$ cat config.mk
export PLATFORM = sky130hd
export DESIGN_NAME = qdu_top
export DESIGN_NICKNAME = d
export VERILOG_FILES = /design/src/qdu_pkg.sv /design/src/qdu_top.sv /design/src/qdu_sync.sv /design/src/qdu_regmem.sv
export SDC_FILE = /design/constraint.sdc
export NUM_CORES = 1
export LEC_CHECK = 0
export ABC_AREA = 1
export BUFFER_PORTS_ARGS = -buffer_cell sky130_fd_sc_hd__buf_4
export CAP_MARGIN = 40
export CORE_MARGIN = 2
export CORE_UTILIZATION = 55
export CTS_CLUSTER_DIAMETER = 40
export CTS_CLUSTER_SIZE = 14
export DETAILED_ROUTE_END_ITERATION = 8
export GPL_TIMING_DRIVEN = 0
export PLACE_DENSITY = 0.83
export SYNTH_ARGS = -nofsm -noshare
export SYNTH_HDL_FRONTEND = slang
export SYNTH_HIERARCHICAL = 1
export SYNTH_SLANG_ARGS = --single-unit
$ cat constraint.sdc
create_clock -name clk -period 2.1 [get_ports clk]
set_clock_uncertainty 0.05 [all_clocks]
set_input_delay 0.525 -clock clk [delete_from_list [all_inputs] [get_ports clk]]
set_output_delay 0.525 -clock clk [all_outputs]
set_load 0.005 [all_outputs]
$ cat src/qdu_pkg.sv
/*
  Constants and carrier types for the quad DAC update control block.
  Assumes a 32-bit frame shifted MSB first on falling serial clock edges.
*/
package qdu_pkg;
  localparam int QDU_FRAME_BITS = 32;
  localparam int QDU_CMD_LSB = 24;
  localparam int QDU_ADDR_LSB = 20;
  localparam int QDU_DATA_LSB = 4;
  localparam int QDU_PMODE_LSB = 8;
  localparam int QDU_CLRSEL_LSB = 0;
  localparam int QDU_CHSEL_LSB = 0;
  localparam logic [3:0] QDU_CMD_WRITE_IN = 4'h0;
  localparam logic [3:0] QDU_CMD_UPDATE_N = 4'h1;
  localparam logic [3:0] QDU_CMD_WRITE_ALL = 4'h2;
  localparam logic [3:0] QDU_CMD_WRITE_UPD = 4'h3;
  localparam logic [3:0] QDU_CMD_POWER = 4'h4;
  localparam logic [3:0] QDU_CMD_CLRCODE = 4'h5;
  localparam logic [3:0] QDU_CMD_OVERRIDE = 4'h6;
  localparam logic [3:0] QDU_CMD_RESET = 4'h7;
  localparam logic [3:0] QDU_ADDR_ALL = 4'hF;
  localparam logic [1:0] QDU_PM_NORMAL = 2'h0;
  localparam logic [1:0] QDU_PM_1K = 2'h1;
  localparam logic [1:0] QDU_PM_100K = 2'h2;
  localparam logic [1:0] QDU_PM_TRISTATE = 2'h3;
  localparam logic [1:0] QDU_CLR_ZERO = 2'h0;
  localparam logic [1:0] QDU_CLR_MID = 2'h1;
  localparam logic [1:0] QDU_CLR_FULL = 2'h2;
  localparam logic [1:0] QDU_CLR_NOP = 2'h3;
  localparam logic [15:0] QDU_CODE_ZERO = 16'h0000;
  localparam logic [15:0] QDU_CODE_MID = 16'h8000;
  localparam logic [15:0] QDU_CODE_FULL = 16'hFFFF;
  localparam logic [1:0] QDU_CLRSEL_RESET = QDU_CLR_ZERO;
  localparam logic [3:0] QDU_OVERRIDE_RESET = 4'h0;
  localparam logic [15:0] QDU_DAC_RESET = QDU_CODE_ZERO;
  localparam logic [1:0] QDU_PMODE_RESET = QDU_PM_NORMAL;

  typedef struct packed {
    logic [3:0] cmd;
    logic [3:0] addr;
    logic [15:0] data;
    logic [1:0] pmode;
    logic [3:0] low4;
  } qdu_frame_t;

  typedef struct packed {
    logic sync_n;
    logic sclk;
    logic din;
  } qdu_link_t;
endpackage

$ cat src/qdu_top.sv
/*
  Quad DAC update control: serial frame receiver, power modes, clear code,
  load pin and override mask. Assumes the host drives sync/sclk/din, clear
  and load pins asynchronously to clk; sclk well below clk/4.
*/
//
// Contract
// power mode 00 normal, 01 1k, 10 100k, 11 tristate
// power frame command 0100, mode bits 9:8
// bits 3..0 select channels D..A
// clear acts on falling edge only
// clear loads all input and DAC registers
// clear select maps 0000, 8000, FFFF, nop
// clear select resets to zero code
// command 0101 writes clear select bits 1:0
// cleared state ends at next valid frame
// clear during shifting abandons frame
// load low updates DAC on 32nd edge
// load falling edge copies inputs to DACs; code drops the edge in a cycle with frame_done or clear_hit
// command 0010 writes input, updates all
// command 0110 loads override mask bits 3:0
// override bit set updates regardless of pin
// override mask resets to zero
// frame is pad, command, address, data
// early sync rise discards partial frame
// power-down keeps DAC register contents
// unselected channels keep their power mode
`timescale 1ns/1ns
module qdu_top
  import qdu_pkg::*;
(
  input wire logic clk, // 125 MHz core clock
  input wire logic reset_n, // async reset, active low
  input wire logic sync_n, // frame select, active low
  input wire logic sclk, // host serial clock
  input wire logic din, // serial data
  input wire logic async_clear_n, // clear pin, falling edge
  input wire logic load_outputs_n, // load pin, active low
  output logic [63:0] dac_codes, // DAC registers, D..A as [63:48]..[15:0]
  output logic [7:0] power_modes, // per-channel mode, 2 bits each
  output logic clear_active, // in cleared state
  output logic [1:0] clear_code_select, // clear select register
  output logic [3:0] load_override_mask // override mask register
);
  // ---------------------------------------------------------------
  // pin synchronisers
  // ---------------------------------------------------------------
  qdu_link_t link_s;
  logic clr_s, load_s;

  qdu_sync #(.WIDTH(5), .INIT(5'h1B)) u_sync (
    .clk(clk),
    .reset_n(reset_n),
    .async_in({sync_n, sclk, din, async_clear_n, load_outputs_n}),
    .sync_out({link_s, clr_s, load_s})
  );

  // edge history resets to each pin's idle level, so reset gives no false edge
  logic sclk_d, clr_d, load_d;
  always_ff @(posedge clk or negedge reset_n) begin
    if (!reset_n) begin
      sclk_d <= 1'b1;
      clr_d <= 1'b1;
      load_d <= 1'b1;
    end else begin
      sclk_d <= link_s.sclk;
      clr_d <= clr_s;
      load_d <= load_s;
    end
  end

  logic sclk_fall, clr_fall, load_fall;
  assign sclk_fall = sclk_d && !link_s.sclk;
  assign clr_fall = clr_d && !clr_s;
  assign load_fall = load_d && !load_s;

  // ---------------------------------------------------------------
  // frame shifter
  // ---------------------------------------------------------------
  logic [31:0] shreg;
  logic [5:0] bitcnt;
  logic frame_done;
  logic armed;

  // a frame needs sync high then low; armed blocks re-run after 32 bits
  always_ff @(posedge clk or negedge reset_n) begin
    if (!reset_n) begin
      shreg <= 32'h0000_0000;
      bitcnt <= 6'h00;
      frame_done <= 1'b0;
      armed <= 1'b0;
    end else begin
      frame_done <= 1'b0;
      if (link_s.sync_n) begin
        bitcnt <= 6'h00;
        armed <= 1'b1;
      end else if (clr_fall) begin
        bitcnt <= 6'h00;
        armed <= 1'b0;
      end else if (armed && sclk_fall) begin
        shreg <= {shreg[30:0], link_s.din};
        if (bitcnt == 6'(QDU_FRAME_BITS - 1)) begin
          frame_done <= 1'b1;
          armed <= 1'b0;
          bitcnt <= 6'h00;
        end else begin
          bitcnt <= bitcnt + 6'h01;
        end
      end
    end
  end

  function automatic qdu_frame_t decode(input logic [31:0] w);
    qdu_frame_t f;
    f.cmd = w[QDU_CMD_LSB +: 4];
    f.addr = w[QDU_ADDR_LSB +: 4];
    f.data = w[QDU_DATA_LSB +: 16];
    f.pmode = w[QDU_PMODE_LSB +: 2];
    f.low4 = w[QDU_CHSEL_LSB +: 4];
    return f;
  endfunction

  function automatic logic [3:0] addr_mask(input logic [3:0] a);
    logic [3:0] m;
    m = 4'h0;
    if (a == QDU_ADDR_ALL) begin
      m = 4'hF;
    end else if (a < 4'h4) begin
      m[a[1:0]] = 1'b1;
    end
    return m;
  endfunction

  logic [3:0] amask;
  // ---------------------------------------------------------------
  // command execution (frame_done follows the 32nd edge by a cycle)
  // ---------------------------------------------------------------
  qdu_frame_t cf;
  assign cf = decode(shreg);
  assign amask = addr_mask(cf.addr);

  logic [63:0] in_q, in_wdata, dac_wdata;
  logic [3:0] in_we, dac_we;
  logic [15:0] clear_code;
  logic clear_hit;

  always_comb begin
    unique case (clear_code_select)
      QDU_CLR_ZERO: clear_code = QDU_CODE_ZERO;
      QDU_CLR_MID: clear_code = QDU_CODE_MID;
      QDU_CLR_FULL: clear_code = QDU_CODE_FULL;
      QDU_CLR_NOP: clear_code = QDU_CODE_ZERO;
    endcase
  end
  assign clear_hit = clr_fall && (clear_code_select != QDU_CLR_NOP);

  always_comb begin
    in_we = 4'h0;
    dac_we = 4'h0;
    in_wdata = {4{cf.data}};
    dac_wdata = in_q;
    if (clear_hit) begin
      in_we = 4'hF;
      dac_we = 4'hF;
      in_wdata = {4{clear_code}};
      dac_wdata = {4{clear_code}};
    end else if (frame_done) begin
      unique case (cf.cmd)
        QDU_CMD_WRITE_IN: begin
          in_we = amask;
          dac_we = amask & (load_override_mask | {4{!load_s}});
          dac_wdata = {4{cf.data}};
        end
        QDU_CMD_UPDATE_N: dac_we = amask;
        QDU_CMD_WRITE_ALL: begin
          in_we = amask;
          dac_we = 4'hF;
          for (int i = 0; i < 4; i++) begin
            dac_wdata[i*16 +: 16] = amask[i] ? cf.data : in_q[i*16 +: 16];
          end
        end
        QDU_CMD_WRITE_UPD: begin
          in_we = amask;
          dac_we = amask;
          dac_wdata = {4{cf.data}};
        end
        QDU_CMD_RESET: begin
          in_we = 4'hF;
          dac_we = 4'hF;
          in_wdata = {4{QDU_DAC_RESET}};
          dac_wdata = {4{QDU_DAC_RESET}};
        end
        default: ;
      endcase
    end else if (load_fall) begin
      dac_we = 4'hF;
    end
  end

  qdu_regmem u_in (
    .clk(clk),
    .reset_n(reset_n),
    .wr_en(in_we),
    .wr_data(in_wdata),
    .rd_data(in_q)
  );

  qdu_regmem u_dac (
    .clk(clk),
    .reset_n(reset_n),
    .wr_en(dac_we),
    .wr_data(dac_wdata),
    .rd_data(dac_codes)
  );

  // ---------------------------------------------------------------
  // control registers
  // ---------------------------------------------------------------
  always_ff @(posedge clk or negedge reset_n) begin
    if (!reset_n) begin
      power_modes <= {4{QDU_PMODE_RESET}};
    end else if (frame_done && cf.cmd == QDU_CMD_RESET) begin
      power_modes <= {4{QDU_PMODE_RESET}};
    end else if (frame_done && cf.cmd == QDU_CMD_POWER) begin
      for (int i = 0; i < 4; i++) begin
        if (cf.low4[i]) begin
          power_modes[i*2 +: 2] <= cf.pmode;
        end
      end
    end
  end

  always_ff @(posedge clk or negedge reset_n) begin
    if (!reset_n) begin
      clear_code_select <= QDU_CLRSEL_RESET;
    end else if (frame_done && cf.cmd == QDU_CMD_RESET) begin
      clear_code_select <= QDU_CLRSEL_RESET;
    end else if (frame_done && cf.cmd == QDU_CMD_CLRCODE) begin
      clear_code_select <= shreg[QDU_CLRSEL_LSB +: 2];
    end
  end

  always_ff @(posedge clk or negedge reset_n) begin
    if (!reset_n) begin
      load_override_mask <= QDU_OVERRIDE_RESET;
    end else if (frame_done && cf.cmd == QDU_CMD_RESET) begin
      load_override_mask <= QDU_OVERRIDE_RESET;
    end else if (frame_done && cf.cmd == QDU_CMD_OVERRIDE) begin
      load_override_mask <= cf.low4;
    end
  end

  always_ff @(posedge clk or negedge reset_n) begin
    if (!reset_n) begin
      clear_active <= 1'b0;
    end else if (clear_hit) begin
      clear_active <= 1'b1; // set wins over the frame end
    end else if (frame_done) begin
      clear_active <= 1'b0;
    end
  end

  // ---------------------------------------------------------------
  // checks
  // ---------------------------------------------------------------
  // mode selects widened to the two-bit fields, and the addressed DAC code
  logic [7:0] sel_pairs;
  logic [15:0] addr_dac;
  assign sel_pairs = {{2{cf.low4[3]}}, {2{cf.low4[2]}}, {2{cf.low4[1]}}, {2{cf.low4[0]}}};
  assign addr_dac = dac_codes[{cf.addr[1:0], 4'h0} +: 16];
  chk_clear_loads: assert property (@(posedge clk) disable iff (!reset_n)
    clear_hit |=> dac_codes == {4{$past(clear_code)}})
    else $error("clear did not load the clear code");
  chk_clear_nop: assert property (@(posedge clk) disable iff (!reset_n)
    (clr_fall && clear_code_select == QDU_CLR_NOP && !frame_done && !load_fall) |=> $stable(dac_codes))
    else $error("clear with nop select changed codes");
  chk_clear_abort: assert property (@(posedge clk) disable iff (!reset_n)
    (clr_fall && !link_s.sync_n) |=> (bitcnt == 6'h00 && !frame_done))
    else $error("frame survived a clear");
  chk_sync_discard: assert property (@(posedge clk) disable iff (!reset_n)
    link_s.sync_n |=> (bitcnt == 6'h00 && !frame_done))
    else $error("partial frame kept after sync rise");
  chk_override_load: assert property (@(posedge clk) disable iff (!reset_n)
    (frame_done && cf.cmd == QDU_CMD_OVERRIDE) |=> load_override_mask == $past(shreg[3:0]))
    else $error("override mask not loaded");
  chk_async_hold: assert property (@(posedge clk) disable iff (!reset_n)
    (frame_done && cf.cmd == QDU_CMD_WRITE_IN && load_s && load_override_mask == 4'h0 && !clr_fall)
      |=> $stable(dac_codes))
    else $error("input write moved outputs with load high");
  chk_load_copy: assert property (@(posedge clk) disable iff (!reset_n)
    (load_fall && !frame_done && !clr_fall) |=> dac_codes == $past(in_q))
    else $error("load edge did not copy inputs");
  chk_power_keep: assert property (@(posedge clk) disable iff (!reset_n)
    (frame_done && cf.cmd == QDU_CMD_POWER && !clr_fall && !load_fall) |=> $stable(dac_codes))
    else $error("power mode frame changed codes");
  chk_power_sel: assert property (@(posedge clk) disable iff (!reset_n)
    (frame_done && cf.cmd == QDU_CMD_POWER)
      |=> ((power_modes ^ $past(power_modes)) & ~$past(sel_pairs)) == 8'h00)
    else $error("unselected channel mode changed");
  chk_power_set: assert property (@(posedge clk) disable iff (!reset_n)
    (frame_done && cf.cmd == QDU_CMD_POWER)
      |=> ((power_modes ^ {4{$past(cf.pmode)}}) & $past(sel_pairs)) == 8'h00)
    else $error("selected channel did not take the mode");
  chk_clear_exit: assert property (@(posedge clk) disable iff (!reset_n)
    (frame_done && !clear_hit) |=> !clear_active)
    else $error("cleared state not left");
  chk_clear_flag: assert property (@(posedge clk) disable iff (!reset_n)
    clear_hit |=> clear_active)
    else $error("clear did not enter cleared state");
  chk_clear_inputs: assert property (@(posedge clk) disable iff (!reset_n)
    clear_hit |=> in_q == {4{$past(clear_code)}})
    else $error("clear did not load input registers");
  chk_clear_map: assert property (@(posedge clk) disable iff (!reset_n)
    clear_hit |=> dac_codes[15:0] == (($past(clear_code_select) == QDU_CLR_MID) ? QDU_CODE_MID :
      ($past(clear_code_select) == QDU_CLR_FULL) ? QDU_CODE_FULL : QDU_CODE_ZERO))
    else $error("clear code mapping wrong");
  chk_clrsel_load: assert property (@(posedge clk) disable iff (!reset_n)
    (frame_done && cf.cmd == QDU_CMD_CLRCODE) |=> clear_code_select == $past(cf.low4[1:0]))
    else $error("clear select not loaded");
  chk_frame_count: assert property (@(posedge clk) disable iff (!reset_n)
    frame_done |-> $past(bitcnt) == 6'(QDU_FRAME_BITS - 1))
    else $error("frame executed before its last bit");
  // addr_dac is only meaningful for channel addresses 0..3
  chk_write_sync: assert property (@(posedge clk) disable iff (!reset_n)
    (frame_done && cf.cmd == QDU_CMD_WRITE_IN && cf.addr < 4'h4 && !load_s && !clear_hit)
      |=> addr_dac == $past(cf.data))
    else $error("write with load low did not update");
  chk_override_upd: assert property (@(posedge clk) disable iff (!reset_n)
    (frame_done && cf.cmd == QDU_CMD_WRITE_IN && cf.addr < 4'h4
      && load_override_mask[cf.addr[1:0]] && !clear_hit)
      |=> addr_dac == $past(cf.data))
    else $error("override channel did not update");
  chk_write_upd: assert property (@(posedge clk) disable iff (!reset_n)
    (frame_done && cf.cmd == QDU_CMD_WRITE_UPD && cf.addr < 4'h4 && !clear_hit)
      |=> addr_dac == $past(cf.data))
    else $error("write and update did not land");
  chk_sw_load: assert property (@(posedge clk) disable iff (!reset_n)
    (frame_done && cf.cmd == QDU_CMD_WRITE_ALL && !clear_hit) |=> dac_codes == in_q)
    else $error("software load did not copy inputs");
  chk_reset_cmd: assert property (@(posedge clk) disable iff (!reset_n)
    (frame_done && cf.cmd == QDU_CMD_RESET && !clear_hit)
      |=> (dac_codes == {4{QDU_DAC_RESET}} && clear_code_select == QDU_CLRSEL_RESET
        && load_override_mask == QDU_OVERRIDE_RESET))
    else $error("reset command left state behind");
endmodule

$ cat src/qdu_sync.sv
/*
  Two-flop synchroniser for a bundle of pin inputs.
  Assumes inputs are asynchronous to clk; output is the second stage only.
*/
`timescale 1ns/1ns
module qdu_sync
  import qdu_pkg::*;
#(
  parameter int WIDTH = 1,
  parameter logic [WIDTH-1:0] INIT = '0
) (
  input wire logic clk, // core clock
  input wire logic reset_n, // async reset, active low
  input wire logic [WIDTH-1:0] async_in, // raw pin levels
  output logic [WIDTH-1:0] sync_out // synchronised levels
);
  logic [WIDTH-1:0] stage1;

  always_ff @(posedge clk or negedge reset_n) begin
    if (!reset_n) begin
      stage1 <= INIT;
      sync_out <= INIT;
    end else begin
      stage1 <= async_in;
      sync_out <= stage1;
    end
  end
endmodule

$ cat src/qdu_regmem.sv
/*
  Four-entry code memory used for input and DAC registers.
  Assumes one write port with per-entry enables; read data registered.
*/
`timescale 1ns/1ns
module qdu_regmem
  import qdu_pkg::*;
(
  input wire logic clk, // core clock
  input wire logic reset_n, // async reset, active low
  input wire logic [3:0] wr_en, // per-channel write enable
  input wire logic [63:0] wr_data, // per-channel write codes
  output logic [63:0] rd_data // all entries, registered
);
  genvar i;
  generate
    for (i = 0; i < 4; i++) begin : g_ent
      always_ff @(posedge clk or negedge reset_n) begin
        if (!reset_n) begin
          rd_data[i*16 +: 16] <= QDU_DAC_RESET;
        end else if (wr_en[i]) begin
          rd_data[i*16 +: 16] <= wr_data[i*16 +: 16];
        end
      end
    end
  endgenerate
endmodule

# Yosys cells after proc, flatten, opt, wreduce, memory -nomap -nowiden
# Index checks and enable logic that the tools add are counted.
# word_totals
ff_bits	192
word_cells	127
output_inout_bits	79
inputBits	7
# op_classes
n_reduce_logical	36
bitwise_logic	4
mux	46
n_lt_le_gt_ge	3
eq_ne	13
addsub	1
# op_table
cell	n
64-bit 2-to-1 mux	5
64-bit one-hot mux with 3 select lines	1
16-bit 2-to-1 mux	4
16-bit one-hot mux with 3 select lines	1
4-bit 2-to-1 mux	9
6-bit 2-to-1 mux	4
4-bit by 3-bit equality test with 1-bit output (second input constant)	4
8-bit 2-to-1 mux	2
2-bit nonzero test	8
2-bit 2-to-1 mux	6
4-bit one-hot mux with 3 select lines	1
1-bit 2-to-1 mux	11
1-bit logical AND	10
2-bit AND reduction	5
4-bit by 2-bit equality test with 1-bit output (second input constant)	2
4-bit one-hot mux with 2 select lines	1
2-bit OR reduction	4
6-bit by 1-bit adder with 6-bit output (second input constant)	1
6-bit by 5-bit equality test with 1-bit output (second input constant)	1
3-bit nonzero test	2
4-bit bitwise AND	1
2-bit equality test (second input constant)	2
4-bit by 1-bit equality test with 1-bit output (second input constant)	1
4-bit equality test (second input constant)	1
other kinds (13)	16

# Depth between registers and ports, before layout
# depth
depth_word	10
depth_mapped	15
depth_no_buf	12

# Modules after synthesis
# Netlist, hierarchy kept.
# by_module_without_submodules
module	instances	seq_area_each_um2	cells_per_inst	area_each_um2
qdu_top	1	1355.0	965	5247.5
qdu_regmem	2	1601.5	272	2531.2
qdu_sync	1	260.2	10	260.2

# Worst setup path before layout
# OpenSTA, ideal clock, no wires.
# synth_path
kind	flip-flop to flip-flop
startpoint	reg clr_d
endpoint	reg u_dac.rd_data[24]
stages_incl_launch_ff	15
path_slack_ps	123
required_ps	1934
period_less_slack_ps	1977
arrival_time_ps	1810
path_buffers	3
cell_sequence	dfstp_2 > inv_1 > nor2_1 > inv_1 > nor2_2 > inv_2 > clkbuf_1 > nand2_1 > inv_1 > nand2_1 > buf_6 > inv_8 > buf_8 > nand2_1 > nand2_1
# synth_between
elab_chain_len	3
# synth_lines
item	line	source
from (decl)	qdu_top.sv:59	logic sclk_d, clr_d, load_d;
from (signal assigned)	qdu_top.sv:67	clr_d <= clr_s;
1-bit logical AND	qdu_top.sv:74	assign clr_fall = clr_d && !clr_s;
1-bit logical AND	qdu_top.sv:155	assign clear_hit = clr_fall && (clear_code_select != QDU_CLR_NOP);
4-bit 2-to-1 mux	qdu_top.sv:162	if (clear_hit) begin
via dac_we[1]	qdu_top.sv:143	logic [3:0] in_we, dac_we;
to (signal, indexed assignment)	qdu_regmem.sv:22	rd_data[i*16 +: 16] <= wr_data[i*16 +: 16];
to (decl)	qdu_regmem.sv:13	output logic [63:0] rd_data
# The timed path passes the listed nets, and every way through them passes these cells.
# A chain may end at the register's enable or synchronous reset.

# Final worst setup path
# layout_path
startpoint	reg shreg[23]
endpoint	reg u_in.rd_data[53]
# layout_between
elab_chain_len	6
# layout_lines
item	line	source
from (decl)	qdu_top.sv:80	logic [31:0] shreg;
from (signal assigned)	qdu_top.sv:101	shreg <= {shreg[30:0], link_s.din};
4-bit by 3-bit less-than comparator with 1-bit output	qdu_top.sv:128	end else if (a < 4'h4) begin
4-bit 2-to-1 mux	qdu_top.sv:128	
4-bit 2-to-1 mux (*)	qdu_top.sv:126	if (a == QDU_ADDR_ALL) begin
4-bit one-hot mux with 2 select lines (*)	qdu_top.sv:168	unique case (cf.cmd)
4-bit 2-to-1 mux (*)	qdu_top.sv:167	end else if (frame_done) begin
4-bit 2-to-1 mux (*)	qdu_top.sv:162	
via in_we[3]	qdu_top.sv:143	
to (signal, indexed assignment)	qdu_regmem.sv:22	
to (decl)	qdu_regmem.sv:13	
# Mark *: on every way through the listed nets, which the timed path passes. The rest lies on a longest branch.

==> results.md <==
- Setup violators final: 0
- Prevailing post-synth register cell: dfrtp_1
- Netlist Area Pre-Place: 10,600 um^2
- Pwr Total: 7.73 mW
- Pleak: 7.22 nW
- Arrival time worst endpoint: ~2.3 ns
- Multi-input logic area: 4840 um^2
- Final Hold Fails: 0
- Biggest area consumer among synthesized cells: dfrtp_1
- Area contributors post-synth: dfrtp_1 43%, nand2_1 30%, nand3_1 5.9%
- Pwr/cell area: 620 nW/um^2
- Worst slew margin: between 50 and 60%
- Cell Rows: 50
- Post-synth EDFFs: 0
- Post-synth top area share: 42.9%
- Vias in the first global route: 9,259
- Nets: 1,643
- Sequential area share after synthesis: between 40% and 50%
- DRT Pass-1 Iters: 6
- Flop2flop setup slack: 0.06 ns
- Unique masters post-synth: 33
- Max IR drop VDD: 0.595 mV
- Total negative slack: 0 ns
- Hold Path Class: in -> async
- CTS Buf Count: 17
- Maxcap violations: 0
- Critical setup path kind: reg -> reg
- Share of cells above drive strength 1: 18.2%
- Synthesized instance count: 1,519
- Fmax: 490 MHz
- Final wirelength: 32,600 um
- Yosys warns: 6
- Outcome: finished, final reports clean
- 1st-iter DRT viols: 1,117
- Worst-Margin Slew: 0.674 ns
- Die Span Y: 143 um
- First-pass GRT wire length: 51,000 um
- Via/cell ratio: 5.42
- Later-pin clock latency in the skew report: ~0.44 ns
- Slew Viols, Final: 0
- Flops & latches, synth: around 190
- # fillers: roughly 1,700
- Die area: 20,300 um^2
- Initial antenna violation count: 0
- Ant. Diodes: 0
- Post-DP HPWL: roughly 24,000 um
- Startpoint of the worst-slack reg-to-reg timing path: shreg[23]$_DFFE_PN0P_
- CTS max path bufs: 2
- CTS tree: done
- Crit path time final: just over 2 ns
- Syn_nets: 1,529
- Final period util: 97.2%
- CP Capture Type: flip-flop
- Routed vias: between 10,000 and 15,000
- CORE AREA: 18,800 um^2
- Worst Setup SP: shreg[23]$_DFFE_PN0P_
- RSZ-0062 raised after global routing: yes
- # H-tree levels: 4
- CTS Root Cell: clkbuf_16
- Number of remaining DRC errors: 0
- Num ports: 86
- DR WL/cell: 17.3 um
- PortBufs: between 80 and 90
- Total gr overflow: 0
- Area growth, synth to finish: 18.1%
- All-Layer GR Usage: about a third
- DRT antenna net count: 0
- Share of synthesized flip-flops with an asynchronous set or reset: 100%
- Initial core utilization: 56.3%
- CP required: 2.38 ns
- Die Span X: roughly 140 um
- Register-to-Register Path Depth: 11
- Largest net degree at the start of global routing: 109
- CP Max Fanout: 10
- Gp weighted congestion: approximately 1
- CTS sink cnt: 192
- Crit path to: u_in/rd_data[53]$_DFFE_PN0P_
- Critical Path Source Type: flip-flop
- Reg2reg end: u_in/rd_data[53]$_DFFE_PN0P_
- Mean post-synth cell area: 6.96 um^2
- Reg area: 4820 um^2
- Clock transition at the registers of the reported paths: 0.07 ns
## sequential cells by signal (all words and copies together), names as in the netlist
signal and cells:
u_dac/rd_data 64, u_in/rd_data 64, shreg 28, power_modes 8
bitcnt 6, u_sync/stage1 5, u_sync/sync_out 5, load_override_mask 4
clear_code_select 2, armed 1, clear_active 1, clr_d 1
frame_done 1, load_d 1, sclk_d 1
## power by group
group,total [mW],switching (mW),internal (mW)
registers,3.82,0.0463,3.77
logic,0.526,0.363,0.164
clock network,3.39,1.47,1.92
total,7.73,1.87,5.86
## cell type report
| type | instances | share of cell area, % |
|---|---|---|
| Buffer | 69 | 4.68 |
| Clock buffer | 21 | 3.61 |
| Clock inverter | 11 | 1.21 |
| Inverter | 137 | 4.60 |
| Multi-Input combinational cell | 1118 | 38.8 |
| Sequential cell | 192 | 38.6 |
| Tap cell | 234 | 2.35 |
| Timing Repair Buffer | 98 | 6.12 |
## worst max-delay path, cell delays in order (launching register included)
cell     delay (ns)
dfrtp_1        0.43
inv_1          0.10
nand2_2        0.13
a21oi_4        0.33
buf_4          0.24
o21ai_0        0.09
nand2_1        0.08
buf_6          0.16
inv_8          0.05
buf_6          0.14
nand2_1        0.07
nand2_1        0.05
## Yosys cell counts, drive strengths merged, types with 6 or more instances
cell type	instances
inv	137
nand2	873
clkbuf	22
o31ai	16
dfstp	11
dfrtp	181
nor2	28
o21ai	60
buf	50
a21oi	6
nand3	125
## placed cells by master, fill, tap and decap left out, types with 6 or more instances in the layout
master,Yosys,layout
clkbuf_1,18,8
inv_6,2,6
o31ai_2,0,11
o21ai_1,3,9
nand3_1,125,123
buf_8,2,6
dfrtp_1,181,179
inv_2,18,19
inv_1,111,108
nand2_2,23,34
nand2_4,1,6
buf_4,7,103
buf_6,20,22
dfstp_2,11,11
inv_8,6,6
clkbuf_2,0,9
o21ai_0,56,50
buf_2,17,12
nor2_1,22,17
clkbuf_16,0,17
nand2_1,849,832
## worst min-delay path by stage
stage | from | to | slack [ns]
2_1_floorplan | reset_n | armed$_DFFE_PN0P_ | 0.18
6_report | reset_n | bitcnt[5]$_DFFE_PN0P_ | 0.02
4_1_cts | reset_n | bitcnt[5]$_DFFE_PN0P_ | 0.05
3_3_place_gp | u_sync/stage1[2]$_DFF_PN0_ | u_sync/sync_out[2]$_DFF_PN0_ | 0.28
5_1_grt | reset_n | bitcnt[5]$_DFFE_PN0P_ | 0.08
3_5_place_dp | u_sync/stage1[2]$_DFF_PN0_ | u_sync/sync_out[2]$_DFF_PN0_ | 0.29
## layer usage
layer  part of all wire [%]  GRT usage [%]  vias up
met3                    9.5           5.53      118
met1                     42           47.1     4623
met4                    5.4           17.8        0
met2                     43           48.3      585
li1                       -              -     4865
met5                      0              0        -
## stage by stage
| step | cells | cell area, um^2 | util [%] | worst slack [ns] | hold slack, ns |
|---|---|---|---|---|---|
| after floorplan | 1519 | 10600 | - | 0.123 | 0.179 |
| after global placement | 1838 | 11500 | 61.3 | -0.770 | 0.282 |
| after detailed placement | 1840 | 11500 | 61.5 | -0.622 | 0.287 |
| after CTS | 1873 | 12200 | 65.2 | -0.00573 | 0.0461 |
| after global routing | 1880 | 12500 | 66.5 | -0.0603 | 0.0751 |
| final | 1880 | 12500 | 66.5 | 0.0587 | 0.0216 |
## cell families after synthesis
| family | synth area share (%) |
|---|---|
| simple gates | 39.2 |
| buf+inv | 10.4 |
| flops | 45.6 |
| compound gates | 4.47 |
| fa+ha+maj | 0.355 |
## repair_timing
item | 4_1_cts | 5_1_grt
buffers inserted | 3 | 8
resized for setup | 30 | 80
pin swaps | 3 | 6
gates cloned | 0 | 0
setup endpoints to repair | 128 | 117
hold buffers | 0 | 0
(Power assumes the default switching activity.)
